--- config.mk ---
export PLATFORM = sky130hd
export DESIGN_NAME = pcm_top
export DESIGN_NICKNAME = d
export VERILOG_FILES = /design/src/hw/pcm_pkg.sv /design/src/hw/pcm_top.sv /design/src/hw/pcm_sync.sv /design/src/hw/pcm_pad_cfg.sv
export SDC_FILE = /design/constraint.sdc
export NUM_CORES = 1
export LEC_CHECK = 0
export BUFFER_PORTS_ARGS = -buffer_cell sky130_fd_sc_hd__buf_2
export CORE_MARGIN = 5
export CORE_UTILIZATION = 35
export CTS_CLUSTER_SIZE = 8
export DETAILED_ROUTE_END_ITERATION = 6
export GPL_TIMING_DRIVEN = 0
export PLACE_DENSITY_LB_ADDON = 0.1
export SLEW_MARGIN = 20
export SYNTH_ARGS = -nofsm -noshare
export SYNTH_HDL_FRONTEND = slang
export SYNTH_SLANG_ARGS = --single-unit
--- constraint.sdc ---
create_clock -name clk -period 8.4 [get_ports clk]
set_clock_uncertainty 0.2 [all_clocks]
set_input_delay 1.68 -clock clk [delete_from_list [all_inputs] [get_ports clk]]
set_output_delay 1.68 -clock clk [all_outputs]
set_load 0.02 [all_outputs]
--- src/hw/pcm_pkg.sv ---
// Constants for the pad control and multiplexing block.
// Assumes a single clock domain and a plain register port.
package pcm_pkg;
    localparam int NUM_PADS = 8;
    localparam logic [11:0] GLOBAL_OFFSET = 12'h000;
    localparam logic [11:0] PAD_BASE_OFFSET = 12'h004;
    localparam logic [31:0] GLOBAL_RESET = 32'h0000_0000;
    localparam logic [9:0] PAD_RESET_DEFAULT = 10'h100;
    localparam int PAD_CFG_W = 10;
    // Global register fields
    localparam int DOM_LO_HI = 7;
    localparam int DOM_LO_LO = 0;
    localparam int DOM_HI_HI = 29;
    localparam int DOM_HI_LO = 27;
    localparam int PUS_LO_HI = 18;
    localparam int PUS_LO_LO = 8;
    localparam int PUS_HI_HI = 26;
    localparam int PUS_HI_LO = 21;
    localparam int POL3_BIT = 31;
    localparam int POL2_BIT = 30;
    localparam int POL1_BIT = 20;
    localparam int POL0_BIT = 19;
    localparam int CARD23_DATA_PUS_BIT = 17;
    localparam int GENERAL_IO_PD_BIT = 6;
    localparam int NUM_DOMAINS = 11;
    localparam int NUM_PUS = 17;
    localparam int NUM_IO_SUBDOMAINS = 4;
    // Per-pad fields
    localparam int DRV_HI = 9;
    localparam int DRV_LO = 8;
    localparam int FUNC_PU_BIT = 7;
    localparam int FUNC_PD_BIT = 6;
    localparam int SEL_HI = 5;
    localparam int SEL_LO = 4;
    localparam int SLP_PU_BIT = 3;
    localparam int SLP_PD_BIT = 2;
    localparam int SLP_IE_BIT = 1;
    localparam int SLP_OE_BIT = 0;
    localparam logic [1:0] MODE0 = 2'h0;
    localparam logic [1:0] MODE1 = 2'h1;
    localparam logic [1:0] MODE2 = 2'h2;
    localparam logic [1:0] MODE3 = 2'h3;
    // Which function mode is the card function on the card clock pads
    localparam logic [1:0] CARD_FUNC_MODE = 2'h0;
    localparam int SYNC_STAGES = 3;
endpackage

--- src/hw/pcm_top.sv ---
// Pad control and multiplexing: global pad register and a bank of
// per-pad configuration registers with sleep override steering.
// Assumes a plain register port on clk; deep_sleep is asynchronous.
// Overview of operation
// - Global bits 7:0 and 29:27 each weakly pull down one supply domain.
// - Global bits 18:8 and 26:21 pick 4.7K pull-up on one, 72K on zero.
// - Bits 31,30,20,19 set card clock polarity 3..0 when not in card mode.
// - Bit 17 sets the pull-up strength of card data pads 2 and 3 together.
// - Bit 6 pulls down the general I/O domain and its four sub-domains.
// - The global register is at offset zero, read/write, reset to zero.
// - Per-pad bits 31:10 are reserved and read as zero.
// - Per-pad bits 5:4 select function mode 0 to 3.
// - Per-pad bits 7 and 6 set function mode pull-up and pull-down.
// - Per-pad bits 3 and 2 set deep sleep pull-up and pull-down.
// - Per-pad bits 1 and 0 set deep sleep input and output enables.
// - Each per-pad register resets to its own pin specific value.
module pcm_top
    import pcm_pkg::*;
#(
    parameter logic [NUM_PADS*PAD_CFG_W-1:0] PAD_RESET_VALUES =
        {NUM_PADS{PAD_RESET_DEFAULT}}
)
(
    input wire logic clk,
    input wire logic reset,
    input wire logic [11:0] addr,
    input wire logic [31:0] wdata,
    input wire logic wr_en,
    input wire logic rd_en,
    output logic [31:0] rdata,
    input wire logic deep_sleep,
    input wire logic [NUM_PADS-1:0] pad_func_oe,
    output logic [NUM_DOMAINS-1:0] domain_pulldown,
    output logic [NUM_IO_SUBDOMAINS-1:0] general_io_domain_pulldown,
    output logic [NUM_PUS-1:0] pullup_strength,
    output logic card2_data_pullup_strength,
    output logic card3_data_pullup_strength,
    output logic [3:0] card_clock_polarity,
    output logic [NUM_PADS*2-1:0] pad_func_sel,
    output logic [NUM_PADS*2-1:0] pad_drive,
    output logic [NUM_PADS-1:0] pad_pullup_en,
    output logic [NUM_PADS-1:0] pad_pulldown_en,
    output logic [NUM_PADS-1:0] pad_input_en,
    output logic [NUM_PADS-1:0] pad_output_en,
    output logic sleep_active
);
    logic [31:0] global_ff;
    logic sleep_sync;
    logic [NUM_PADS*PAD_CFG_W-1:0] pad_cfg;
    logic [NUM_PADS*2-1:0] nxt_sel;
    logic [NUM_PADS*2-1:0] nxt_drv;
    logic [NUM_PADS-1:0] nxt_pu;
    logic [NUM_PADS-1:0] nxt_pd;
    logic [NUM_PADS-1:0] nxt_sie;
    logic [NUM_PADS-1:0] nxt_soe;
    logic [NUM_PADS-1:0] nxt_force;
    logic [NUM_PADS-1:0] pad_wr;
    logic [31:0] nxt_rdata;
    logic [3:0] nxt_polarity;

    // Per-pad registers follow the global one, one word each
    function automatic logic [11:0] pad_offset(input int idx);
        pad_offset = PAD_BASE_OFFSET + 12'(idx * 4);
    endfunction

    // Shared by the write decode and the read mux
    function automatic logic is_global(input logic [11:0] a);
        is_global = (a == GLOBAL_OFFSET);
    endfunction

    pcm_sync u_sleep_sync
    (
        .clk(clk),
        .reset(reset),
        .async_in(deep_sleep),
        .sync_out(sleep_sync)
    );

    genvar g;
    generate
        for (g = 0; g < NUM_PADS; g++)
        begin : g_pad
            assign pad_wr[g] = wr_en && (addr == pad_offset(g));
            pcm_pad_cfg #(
                .RESET_VALUE(PAD_RESET_VALUES[g*PAD_CFG_W +: PAD_CFG_W])
            ) u_pad
            (
                .clk(clk),
                .reset(reset),
                .wr_sel(pad_wr[g]),
                .wr_data(wdata[PAD_CFG_W-1:0]),
                .sleep(sleep_sync),
                .cfg(pad_cfg[g*PAD_CFG_W +: PAD_CFG_W]),
                .nxt_func_sel(nxt_sel[g*2 +: 2]),
                .nxt_drive(nxt_drv[g*2 +: 2]),
                .nxt_pu(nxt_pu[g]),
                .nxt_pd(nxt_pd[g]),
                .nxt_sleep_ie(nxt_sie[g]),
                .nxt_sleep_oe(nxt_soe[g]),
                .nxt_sleep_force(nxt_force[g])
            );
        end
    endgenerate

    always_ff @(posedge clk or posedge reset)
    begin
        if (reset)
        begin
            global_ff <= GLOBAL_RESET;
        end
        else if (wr_en && is_global(addr))
        begin
            global_ff <= wdata;
        end
    end

    // Unmapped addresses read as zero
    always_comb
    begin
        nxt_rdata = 32'h0000_0000;
        if (is_global(addr))
        begin
            nxt_rdata = global_ff;
        end
        else
        begin
            for (int i = 0; i < NUM_PADS; i++)
            begin
                if (addr == pad_offset(i))
                begin
                    // Upper bits stay zero as reserved
                    nxt_rdata = {22'h0,
                        pad_cfg[i*PAD_CFG_W +: PAD_CFG_W]};
                end
            end
        end
    end

    always_ff @(posedge clk or posedge reset)
    begin
        if (reset)
        begin
            rdata <= 32'h0000_0000;
        end
        else if (rd_en)
        begin
            rdata <= nxt_rdata;
        end
        else
        begin
            rdata <= 32'h0000_0000;
        end
    end

    // Polarity only reaches a card clock pad not in card mode
    always_comb
    begin
        nxt_polarity[3] = global_ff[POL3_BIT];
        nxt_polarity[2] = global_ff[POL2_BIT];
        nxt_polarity[1] = global_ff[POL1_BIT];
        nxt_polarity[0] = global_ff[POL0_BIT];
        for (int k = 0; k < 4; k++)
        begin
            if (k < NUM_PADS && nxt_sel[k*2 +: 2] == CARD_FUNC_MODE)
            begin
                nxt_polarity[k] = 1'b0;
            end
        end
    end

    // Global fan-out is registered so every output leaves a flop
    always_ff @(posedge clk or posedge reset)
    begin
        if (reset)
        begin
            domain_pulldown <= '0;
            general_io_domain_pulldown <= '0;
            pullup_strength <= '0;
            card2_data_pullup_strength <= 1'b0;
            card3_data_pullup_strength <= 1'b0;
            card_clock_polarity <= 4'h0;
        end
        else
        begin
            domain_pulldown <= {global_ff[DOM_HI_HI:DOM_HI_LO],
                global_ff[DOM_LO_HI:DOM_LO_LO]};
            general_io_domain_pulldown <=
                {NUM_IO_SUBDOMAINS{global_ff[GENERAL_IO_PD_BIT]}};
            pullup_strength <= {global_ff[PUS_HI_HI:PUS_HI_LO],
                global_ff[PUS_LO_HI:PUS_LO_LO]};
            card2_data_pullup_strength <=
                global_ff[CARD23_DATA_PUS_BIT];
            card3_data_pullup_strength <=
                global_ff[CARD23_DATA_PUS_BIT];
            card_clock_polarity <= nxt_polarity;
        end
    end

    // In sleep the enables come from the register, else input enable is on and output enable comes from the function
    always_ff @(posedge clk or posedge reset)
    begin
        if (reset)
        begin
            pad_func_sel <= '0;
            pad_drive <= '0;
            pad_pullup_en <= '0;
            pad_pulldown_en <= '0;
            pad_input_en <= '0;
            pad_output_en <= '0;
            sleep_active <= 1'b0;
        end
        else
        begin
            pad_func_sel <= nxt_sel;
            pad_drive <= nxt_drv;
            pad_pullup_en <= nxt_pu;
            pad_pulldown_en <= nxt_pd;
            for (int p = 0; p < NUM_PADS; p++)
            begin
                if (nxt_force[p])
                begin
                    pad_input_en[p] <= nxt_sie[p];
                    pad_output_en[p] <= nxt_soe[p];
                end
                else
                begin
                    pad_input_en[p] <= 1'b1;
                    pad_output_en[p] <= pad_func_oe[p];
                end
            end
            sleep_active <= sleep_sync;
        end
    end

    // Register port checks: read data stands one cycle after the strobe
    a_global_reads_back: assert property (
        @(posedge clk) disable iff (reset)
        rd_en && addr == GLOBAL_OFFSET |=> rdata == $past(global_ff))
        else $error("global register read mismatch");

    a_reserved_zero: assert property (
        @(posedge clk) disable iff (reset)
        rd_en && addr != GLOBAL_OFFSET |=> rdata[31:10] == 22'h0)
        else $error("reserved per-pad bits not zero");

    a_rdata_idle: assert property (
        @(posedge clk) disable iff (reset)
        !rd_en |=> rdata == 32'h0000_0000)
        else $error("read data not cleared without a read");

    // Global fan-out lands two edges after the write strobe
    a_domain_pd_follow: assert property (
        @(posedge clk) disable iff (reset)
        wr_en && addr == GLOBAL_OFFSET ##1 1'b1
        |=> domain_pulldown[0] == $past(wdata[0], 2))
        else $error("domain pull-down not following write");

    a_domain_pd_high: assert property (
        @(posedge clk) disable iff (reset)
        1'b1 |=> domain_pulldown[10:8] == $past(global_ff[29:27]))
        else $error("upper domain pull-downs wrong");

    a_io_sub_all: assert property (
        @(posedge clk) disable iff (reset)
        general_io_domain_pulldown == {4{domain_pulldown[6]}})
        else $error("general io sub-domain pull-downs differ");

    a_card_data_pair: assert property (
        @(posedge clk) disable iff (reset)
        card2_data_pullup_strength == card3_data_pullup_strength)
        else $error("card data pull-up strengths differ");

    a_pus_lowbit: assert property (
        @(posedge clk) disable iff (reset)
        ##1 pullup_strength[0] == $past(global_ff[8]))
        else $error("pull-up strength bit wrong");

    a_pus_high: assert property (
        @(posedge clk) disable iff (reset)
        1'b1 |=> pullup_strength[16:11] == $past(global_ff[26:21]))
        else $error("upper pull-up strengths wrong");

    // Polarity is gated by the select that the pad shows in the same cycle
    a_pol_gate_one: assert property (
        @(posedge clk) disable iff (reset)
        1'b1 |=> card_clock_polarity[1] ==
            (pad_func_sel[3:2] != CARD_FUNC_MODE && $past(global_ff[POL1_BIT])))
        else $error("card clock one polarity wrong");

    a_pol_gate_three: assert property (
        @(posedge clk) disable iff (reset)
        1'b1 |=> card_clock_polarity[3] ==
            (pad_func_sel[7:6] != CARD_FUNC_MODE && $past(global_ff[POL3_BIT])))
        else $error("card clock three polarity wrong");

    // Pad steering checks on pad 0, the others share the same module
    a_sleep_oe_pad0: assert property (
        @(posedge clk) disable iff (reset)
        nxt_force[0] |=> pad_output_en[0] == $past(pad_cfg[0]))
        else $error("sleep output enable not applied");

    a_sleep_ie_pad0: assert property (
        @(posedge clk) disable iff (reset)
        nxt_force[0] |=> pad_input_en[0] == $past(pad_cfg[1]))
        else $error("sleep input enable not applied");

    a_func_en_pad0: assert property (
        @(posedge clk) disable iff (reset)
        !nxt_force[0] |=> pad_input_en[0] &&
            pad_output_en[0] == $past(pad_func_oe[0]))
        else $error("function enables not applied");

    a_func_pu_pad0: assert property (
        @(posedge clk) disable iff (reset)
        !sleep_sync |=> pad_pullup_en[0] == $past(pad_cfg[7]))
        else $error("function pull-up not applied");

    a_sleep_pd_pad0: assert property (
        @(posedge clk) disable iff (reset)
        sleep_sync |=> pad_pulldown_en[0] == $past(pad_cfg[2]))
        else $error("sleep pull-down not applied");

    a_sel_pad0: assert property (
        @(posedge clk) disable iff (reset)
        ##1 pad_func_sel[1:0] == $past(pad_cfg[5:4]))
        else $error("function select not applied");

    a_drive_pad0: assert property (
        @(posedge clk) disable iff (reset)
        1'b1 |=> pad_drive[1:0] == $past(pad_cfg[9:8]))
        else $error("drive strength not passed through");

    a_sleep_flag: assert property (
        @(posedge clk) disable iff (reset)
        1'b1 |=> sleep_active == $past(sleep_sync))
        else $error("sleep flag not following synchroniser");
endmodule

--- src/hw/pcm_sync.sv ---
// Three-stage synchroniser with agreement filter for one level.
// Assumes the input is asynchronous to clk.
module pcm_sync
    import pcm_pkg::*;
(
    input wire logic clk,
    input wire logic reset,
    input wire logic async_in,
    output logic sync_out
);
    logic [SYNC_STAGES-1:0] stage_ff;

    always_ff @(posedge clk or posedge reset)
    begin
        if (reset)
        begin
            stage_ff <= '0;
        end
        else
        begin
            stage_ff <= {stage_ff[SYNC_STAGES-2:0], async_in};
        end
    end

    // Only the second and third stages are examined
    always_ff @(posedge clk or posedge reset)
    begin
        if (reset)
        begin
            sync_out <= 1'b0;
        end
        else if (stage_ff[1] == stage_ff[2])
        begin
            sync_out <= stage_ff[2];
        end
    end
endmodule

--- src/hw/pcm_pad_cfg.sv ---
// One per-pad configuration register with its pad steering.
// Assumes the parent decodes the address into a write select.
module pcm_pad_cfg
    import pcm_pkg::*;
#(
    parameter logic [PAD_CFG_W-1:0] RESET_VALUE = PAD_RESET_DEFAULT
)
(
    input wire logic clk,
    input wire logic reset,
    input wire logic wr_sel,
    input wire logic [PAD_CFG_W-1:0] wr_data,
    input wire logic sleep,
    output logic [PAD_CFG_W-1:0] cfg,
    output logic [1:0] nxt_func_sel,
    output logic [1:0] nxt_drive,
    output logic nxt_pu,
    output logic nxt_pd,
    output logic nxt_sleep_ie,
    output logic nxt_sleep_oe,
    output logic nxt_sleep_force
);
    logic [PAD_CFG_W-1:0] cfg_ff;

    assign cfg = cfg_ff;

    always_ff @(posedge clk or posedge reset)
    begin
        if (reset)
        begin
            cfg_ff <= RESET_VALUE;
        end
        else if (wr_sel)
        begin
            cfg_ff <= wr_data;
        end
    end

    always_comb
    begin
        nxt_func_sel = cfg_ff[SEL_HI:SEL_LO];
        nxt_drive = cfg_ff[DRV_HI:DRV_LO];
        nxt_sleep_force = sleep;
        nxt_sleep_ie = cfg_ff[SLP_IE_BIT];
        nxt_sleep_oe = cfg_ff[SLP_OE_BIT];
        if (sleep)
        begin
            nxt_pu = cfg_ff[SLP_PU_BIT];
            nxt_pd = cfg_ff[SLP_PD_BIT];
        end
        else
        begin
            nxt_pu = cfg_ff[FUNC_PU_BIT];
            nxt_pd = cfg_ff[FUNC_PD_BIT];
        end
    end
endmodule

## Word level (Yosys, flattened, before mapping)

Index checks and enable logic that the tools add are counted.

- Flip-flop bits (word level): 247

- Equal/unequal tests: 9
- Muxes and demuxes: 46
- Reductions and logical operators: 14

Operators by type and width:

| cell | count |
|---|---|
| $mux W32 | 8 |
| $eq A12 B5 Y1 const B | 4 |
| $mux W1 | 36 |
| $eq A12 B4 Y1 const B | 2 |
| $mux W10 | 2 |
| $eq A12 B3 Y1 const B | 1 |
| $eq A12 B6 Y1 const B | 1 |
| $logic_not A12 Y1 | 1 |
| $logic_and A1 B1 Y1 | 9 |
| $logic_not A2 Y1 | 4 |
| $eq A1 B1 Y1 | 1 |

## Longest topological paths before layout

- Depth after elaboration: 11
- Mapped depth: 7
- Depth with buffers taken out: 4

## Cells and area by module

Synthesis repeated with hierarchy kept, for this count alone.

- Cell total of the unflattened synthesis: 666
- Area, all modules: 9952.0 µm²

Modules (own cells, without submodules):

| module | times used | cells an instance | area an instance (µm²) | sequential area each (µm²) |
|---|---|---|---|---|
| pcm_top | 1 | 412 | 5903.2 | 4028.9 |
| pcm_pad_cfg | 8 | 31 | 491.7 | 251.5 |
| pcm_sync | 1 | 6 | 115.1 | 100.1 |

## Worst setup path after synthesis

No wires, ideal clock.

- Kind: input to register
- Start point: input port addr[3]
- End point: register global_ff[19]
- Data arrival time: 3.031 ns
- Required time: 8.075 ns
- Slack: 5.044 ns
- Stages: 6
- Path through: buf_6 > nor4_2 > nand2_2 > nor2_4 > buf_4 > mux2_2

- Word-level cells in the longest chain between the ends: 2

RTL lines:

| element | RTL line | text |
|---|---|---|
| start: declaration | pcm_top.sv:26 | `input wire logic [11:0] addr,` |
| $logic_not A12 Y1 | pcm_top.sv:68 | `is_global = (a == GLOBAL_OFFSET);` |
| $logic_and A1 B1 Y1 | pcm_top.sv:111 | `else if (wr_en && is_global(addr))` |
| end signal: assignment | pcm_top.sv:113 | `global_ff <= wdata;` |
| end: declaration | pcm_top.sv:47 | `logic [31:0] global_ff;` |

Every way passes these cells.
A chain may end at the register's enable or synchronous reset.

## Worst setup path in the final report

- Start point: input port addr[0]
- End point: register rdata[3]

- Word-level cells in the longest chain between the ends: 11
- Elaborated cells on any way between the ends: 19

RTL lines:

| element | RTL line | text |
|---|---|---|
| $eq A12 B3 Y1 | pcm_top.sv:129 | `if (addr == pad_offset(i))` |
| $mux W10 (2 in series) | pcm_top.sv:129 |  |
| $mux W32 (6 in series) | pcm_top.sv:129 |  |
| $mux W32 * | pcm_top.sv:121 | `if (is_global(addr))` |
| $mux W32 * | pcm_top.sv:145 | `else if (rd_en)` |
| end signal: assignment | pcm_top.sv:147 | `rdata <= nxt_rdata;` |
| end: declaration | pcm_top.sv:30 | `output logic [31:0] rdata,` |

Mark *: on every way between the ends. The rest lies on a longest branch, timed or not.

==> results.yml <==
yosys:
  synth_edf_count: 0
  yosysSeqAreaShare: 0.667
  yosys_warnings: 0
  yosysUniqueCellTypes: 49
  synth_nets: 651
  netlist_instances: 594
  ys_seq_elements: 245
  ys_async_sr_fraction: 1.00
  ys_dominant_reg_cell: "dfrtp_1"
  synth.avg_cell_area_um2: 15.5
  synthesis.area_um2: 9200
timing:
  timing.fmax_mhz: 286
  max_slew_margin: 0.296
  finalSetupTns_ns: 0
  finalMaxSlewViolations: 0
  setup_viol: 0
  hold_violations: 0
  fin_crit_sh: 0.417
  timing.final.crit_period_ns: 3.50
  worst_slew_pin_slew_ns: 1.05
  rsz0062_at_grt: "false"
power_and_ir_drop:
  power_frac_comb: 0.049
  cellPowerDensity_nw_per_um2: 221
  ir_drop_mv: 0.115
  switchingPower_w: 0.000557
  power.share.clock: 0.487
  power.leakage_nw: 6.23
  seq_power_share: 0.464
  design_power_total_w: 0.00259
  p_sw_frac: 0.215
  intPower_w: 0.00203
critical_path:
  crit_family: "simple AND/OR/NAND/NOR gates"
  crit_chain: "clkbuf_1 -> nor3b_1 -> a221o_1 -> nand3b_1 -> a311oi_1"
  reg2reg_depth: 3
  worst_setup_path_start_kind: "input pin"
  cp.depth: 5
  arrival_ns: 3.66
  critPathMaxStageDelay_ns: 0.91
  worstSetupEndpointType: "flip-flop"
  path_class: "input pin to flip-flop"
  required_ns: 8.56
  path_buf_inv: 1
  crit_slowest_cell: "nor3b_1"
  critPathMaxFanout: 10
routing:
  ant_nets: 0
  wirelength_um: 24100
  drt_iter0_drc: 263
  drt_first_pass_iters: 5
  vias: 5739
  drt_drc_violations_left: 0
  viasPerCell: 4.88
  wl_per_cell_um: 20.5
die:
  ioPinCount: 192
  coreArea_um2: 26000
  fp.dieArea_um2: 29600
  die_w_um: 172
  dieHeight_um: 172
  start_util: 0.354
  row_count: 59
placed_design:
  placed_cell_area_um2: 10700
  gp_congestion: 0.757
  dp_hpwl_um: 17100
  port_buffers: 187
clock_network:
  clock_latency_ns: 0.50
  cts.clk_slew.worst_paths_ns: 0.05
  cts_resized: 0
  post_cts_buffers: 0
  hold_buffers: 0
  root_buffer: "clkbuf_16"
  cts_tree: "done"
  ctsHtreeMaxLevel: 2
  cts_buffer_depth: 3
  cts_buffers: 36
  numClockSinks: 245
hold_path:
  hold_path_depth: 0
  min_path_type: "flip-flop to flip-flop"
final_layout:
  nets: 884
  utilization: 0.450
  drive_above_1_share: 0.496
  area_growth_pct: 27.2
  stdcell_area_um2: 11700
global_route:
  grt_pass1_vias: 6277
  grt_pass1_wl_um: 37100
  grt_usage: 0.163
  grt_start_max_net_pins: 36
  gr-total-overflow: 0
  antenna_found_initial: 3
status:
  outcome: "complete, no violations"
flow_run:
  cap_violations: 0
## per-stage QoR
stage / setup slack [ns] / std cells / hold WS (ns)
6_report: 4.90 / 1175 / 0.147
5_1_grt: 4.77 / 1175 / 0.165
4_1_cts: 4.98 / 1174 / 0.149
3_5_place_dp: 4.45 / 1124 / 0.139
3_3_place_gp: 2.06 / 1116 / 0.133
2_1_floorplan: 3.31 / 594 / 0.131
## synth_stat cells, types with 2 or more instances
cell / n / area [um2]
clkbuf_1: 15 / 56.3
and2_1: 4 / 25.0
o211ai_1: 2 / 15.0
or3_1: 3 / 18.8
dfstp_2: 8 / 210
nand2_1: 11 / 41.3
and3_1: 23 / 144
o22ai_1: 7 / 43.8
a311oi_1: 7 / 61.3
o221ai_1: 3 / 26.3
mux2_1: 3 / 33.8
buf_4: 11 / 82.6
nor2_4: 2 / 22.5
nand2b_1: 11 / 68.8
mux2_2: 140 / 1580
a2111o_1: 2 / 22.5
buf_2: 4 / 20.0
o21ai_0: 14 / 70.1
inv_1: 4 / 15.0
nand3_1: 5 / 25.0
nand3b_1: 8 / 60.1
a21oi_1: 5 / 25.0
dfrtp_1: 237 / 5930
nor2_1: 5 / 18.8
buf_6: 3 / 33.8
nand4_2: 4 / 50.1
o21a_1: 4 / 30.0
mux2i_1: 10 / 100
nor3_1: 6 / 30.0
a21o_1: 2 / 15.0
nand4_4: 2 / 42.5
a221o_1: 7 / 70.1
a2111oi_0: 4 / 35.0
nor2b_1: 3 / 18.8
## metal layers
metal	routed length, um	GRT usage	vias to the layer above
met2	11200	0.261	168
met4	473	0.0414	4
met5	27	0	-
met3	1480	0.0391	41
li1	-	-	2610
met1	10900	0.227	2916
## placed cells by master, fill, tap and decap left out, drive strengths merged, types with 7 or more instances in the layout
cell type	Yosys	routed
nor2	8	8
buf	19	214
nand3b	8	8
o22ai	7	7
and3	23	23
nand2b	11	11
clkbuf	15	64
a311oi	7	7
dfrtp	237	237
nand2	12	12
a221o	7	7
mux2	143	143
mux2i	10	10
o21ai	14	14
dfstp	8	8
## power groups by stage
| stage | Combinational (W) | Clock (W) | Sequential (W) |
|---|---|---|---|
| 4_1_cts | 0.000130 | 0.00130 | 0.00120 |
| 5_1_grt | 0.000140 | 0.00135 | 0.00120 |
| 3_5_place_dp | 0.000130 | 0 | 0.00122 |
| 3_3_place_gp | 0.000118 | 0 | 0.00122 |
| 6_report | 0.000127 | 0.00126 | 0.00120 |
| 2_1_floorplan | 0.0000570 | 0 | 0.00123 |
## layout make-up
type                            count  area (um2)
Antenna cell                        1        2.50
Buffer                             34         196
Clock buffer                       49         971
Clock inverter                      1        5.00
Fill cell                        2388       14300
Inverter                            4        18.8
Multi-Input combinational cell    311        2850
Sequential cell                   245        6140
Tap cell                          335         419
Timing Repair Buffer              195        1100
## flip-flops by register name (all words and copies together) (netlist names)
name and flops:
global_ff 32, g_pad.u_pad.cfg 80, rdata 32, sleep_active 1, domain_pulldown 11, pad_input_en 8, u_sleep_sync.stage_ff 3, pad_output_en 8
pad_pulldown_en 8, u_sleep_sync.sync_out 1, card_clock_polarity 4, pad_drive 16, pad_func_sel 16, pad_pullup_en 8, pullup_strength 17
## worst reg2reg max path: stages, from the launching register on
cell      delay [ns]
dfrtp_1         0.34
clkbuf_1        0.24
clkbuf_1        0.58
mux2_2          0.45
## cell families (layout without fill, tap and decap cells)
family                   after synthesis  in the layout  synth area share
AND/OR/NAND/NOR                       97             97            0.0748
multiplexers                         153            153             0.186
flip-flops                           245            245             0.667
adder cells (fa/ha/maj)                1              1           0.00109
AO/OA/AOI/OAI                         60             60            0.0477
buffers and inverters                 38            283            0.0230
other                                  0              1                 0
## final timing paths
kind / start / end / slack (ns)
worst max-delay path: addr[0] / rdata[3] / 4.90
worst min-delay path: u_sleep_sync.stage_ff[0] / u_sleep_sync.stage_ff[1] / 0.15
min in group asynchronous: reset / g_pad[5].u_pad.cfg[3] / 0.94
max in group asynchronous: reset / global_ff[27] / 5.95
worst min register to register: u_sleep_sync.stage_ff[0] / u_sleep_sync.stage_ff[1] / 0.15
worst max register to register: u_sleep_sync.sync_out / pad_pulldown_en[3] / 6.45
(Power assumes the default switching activity.)
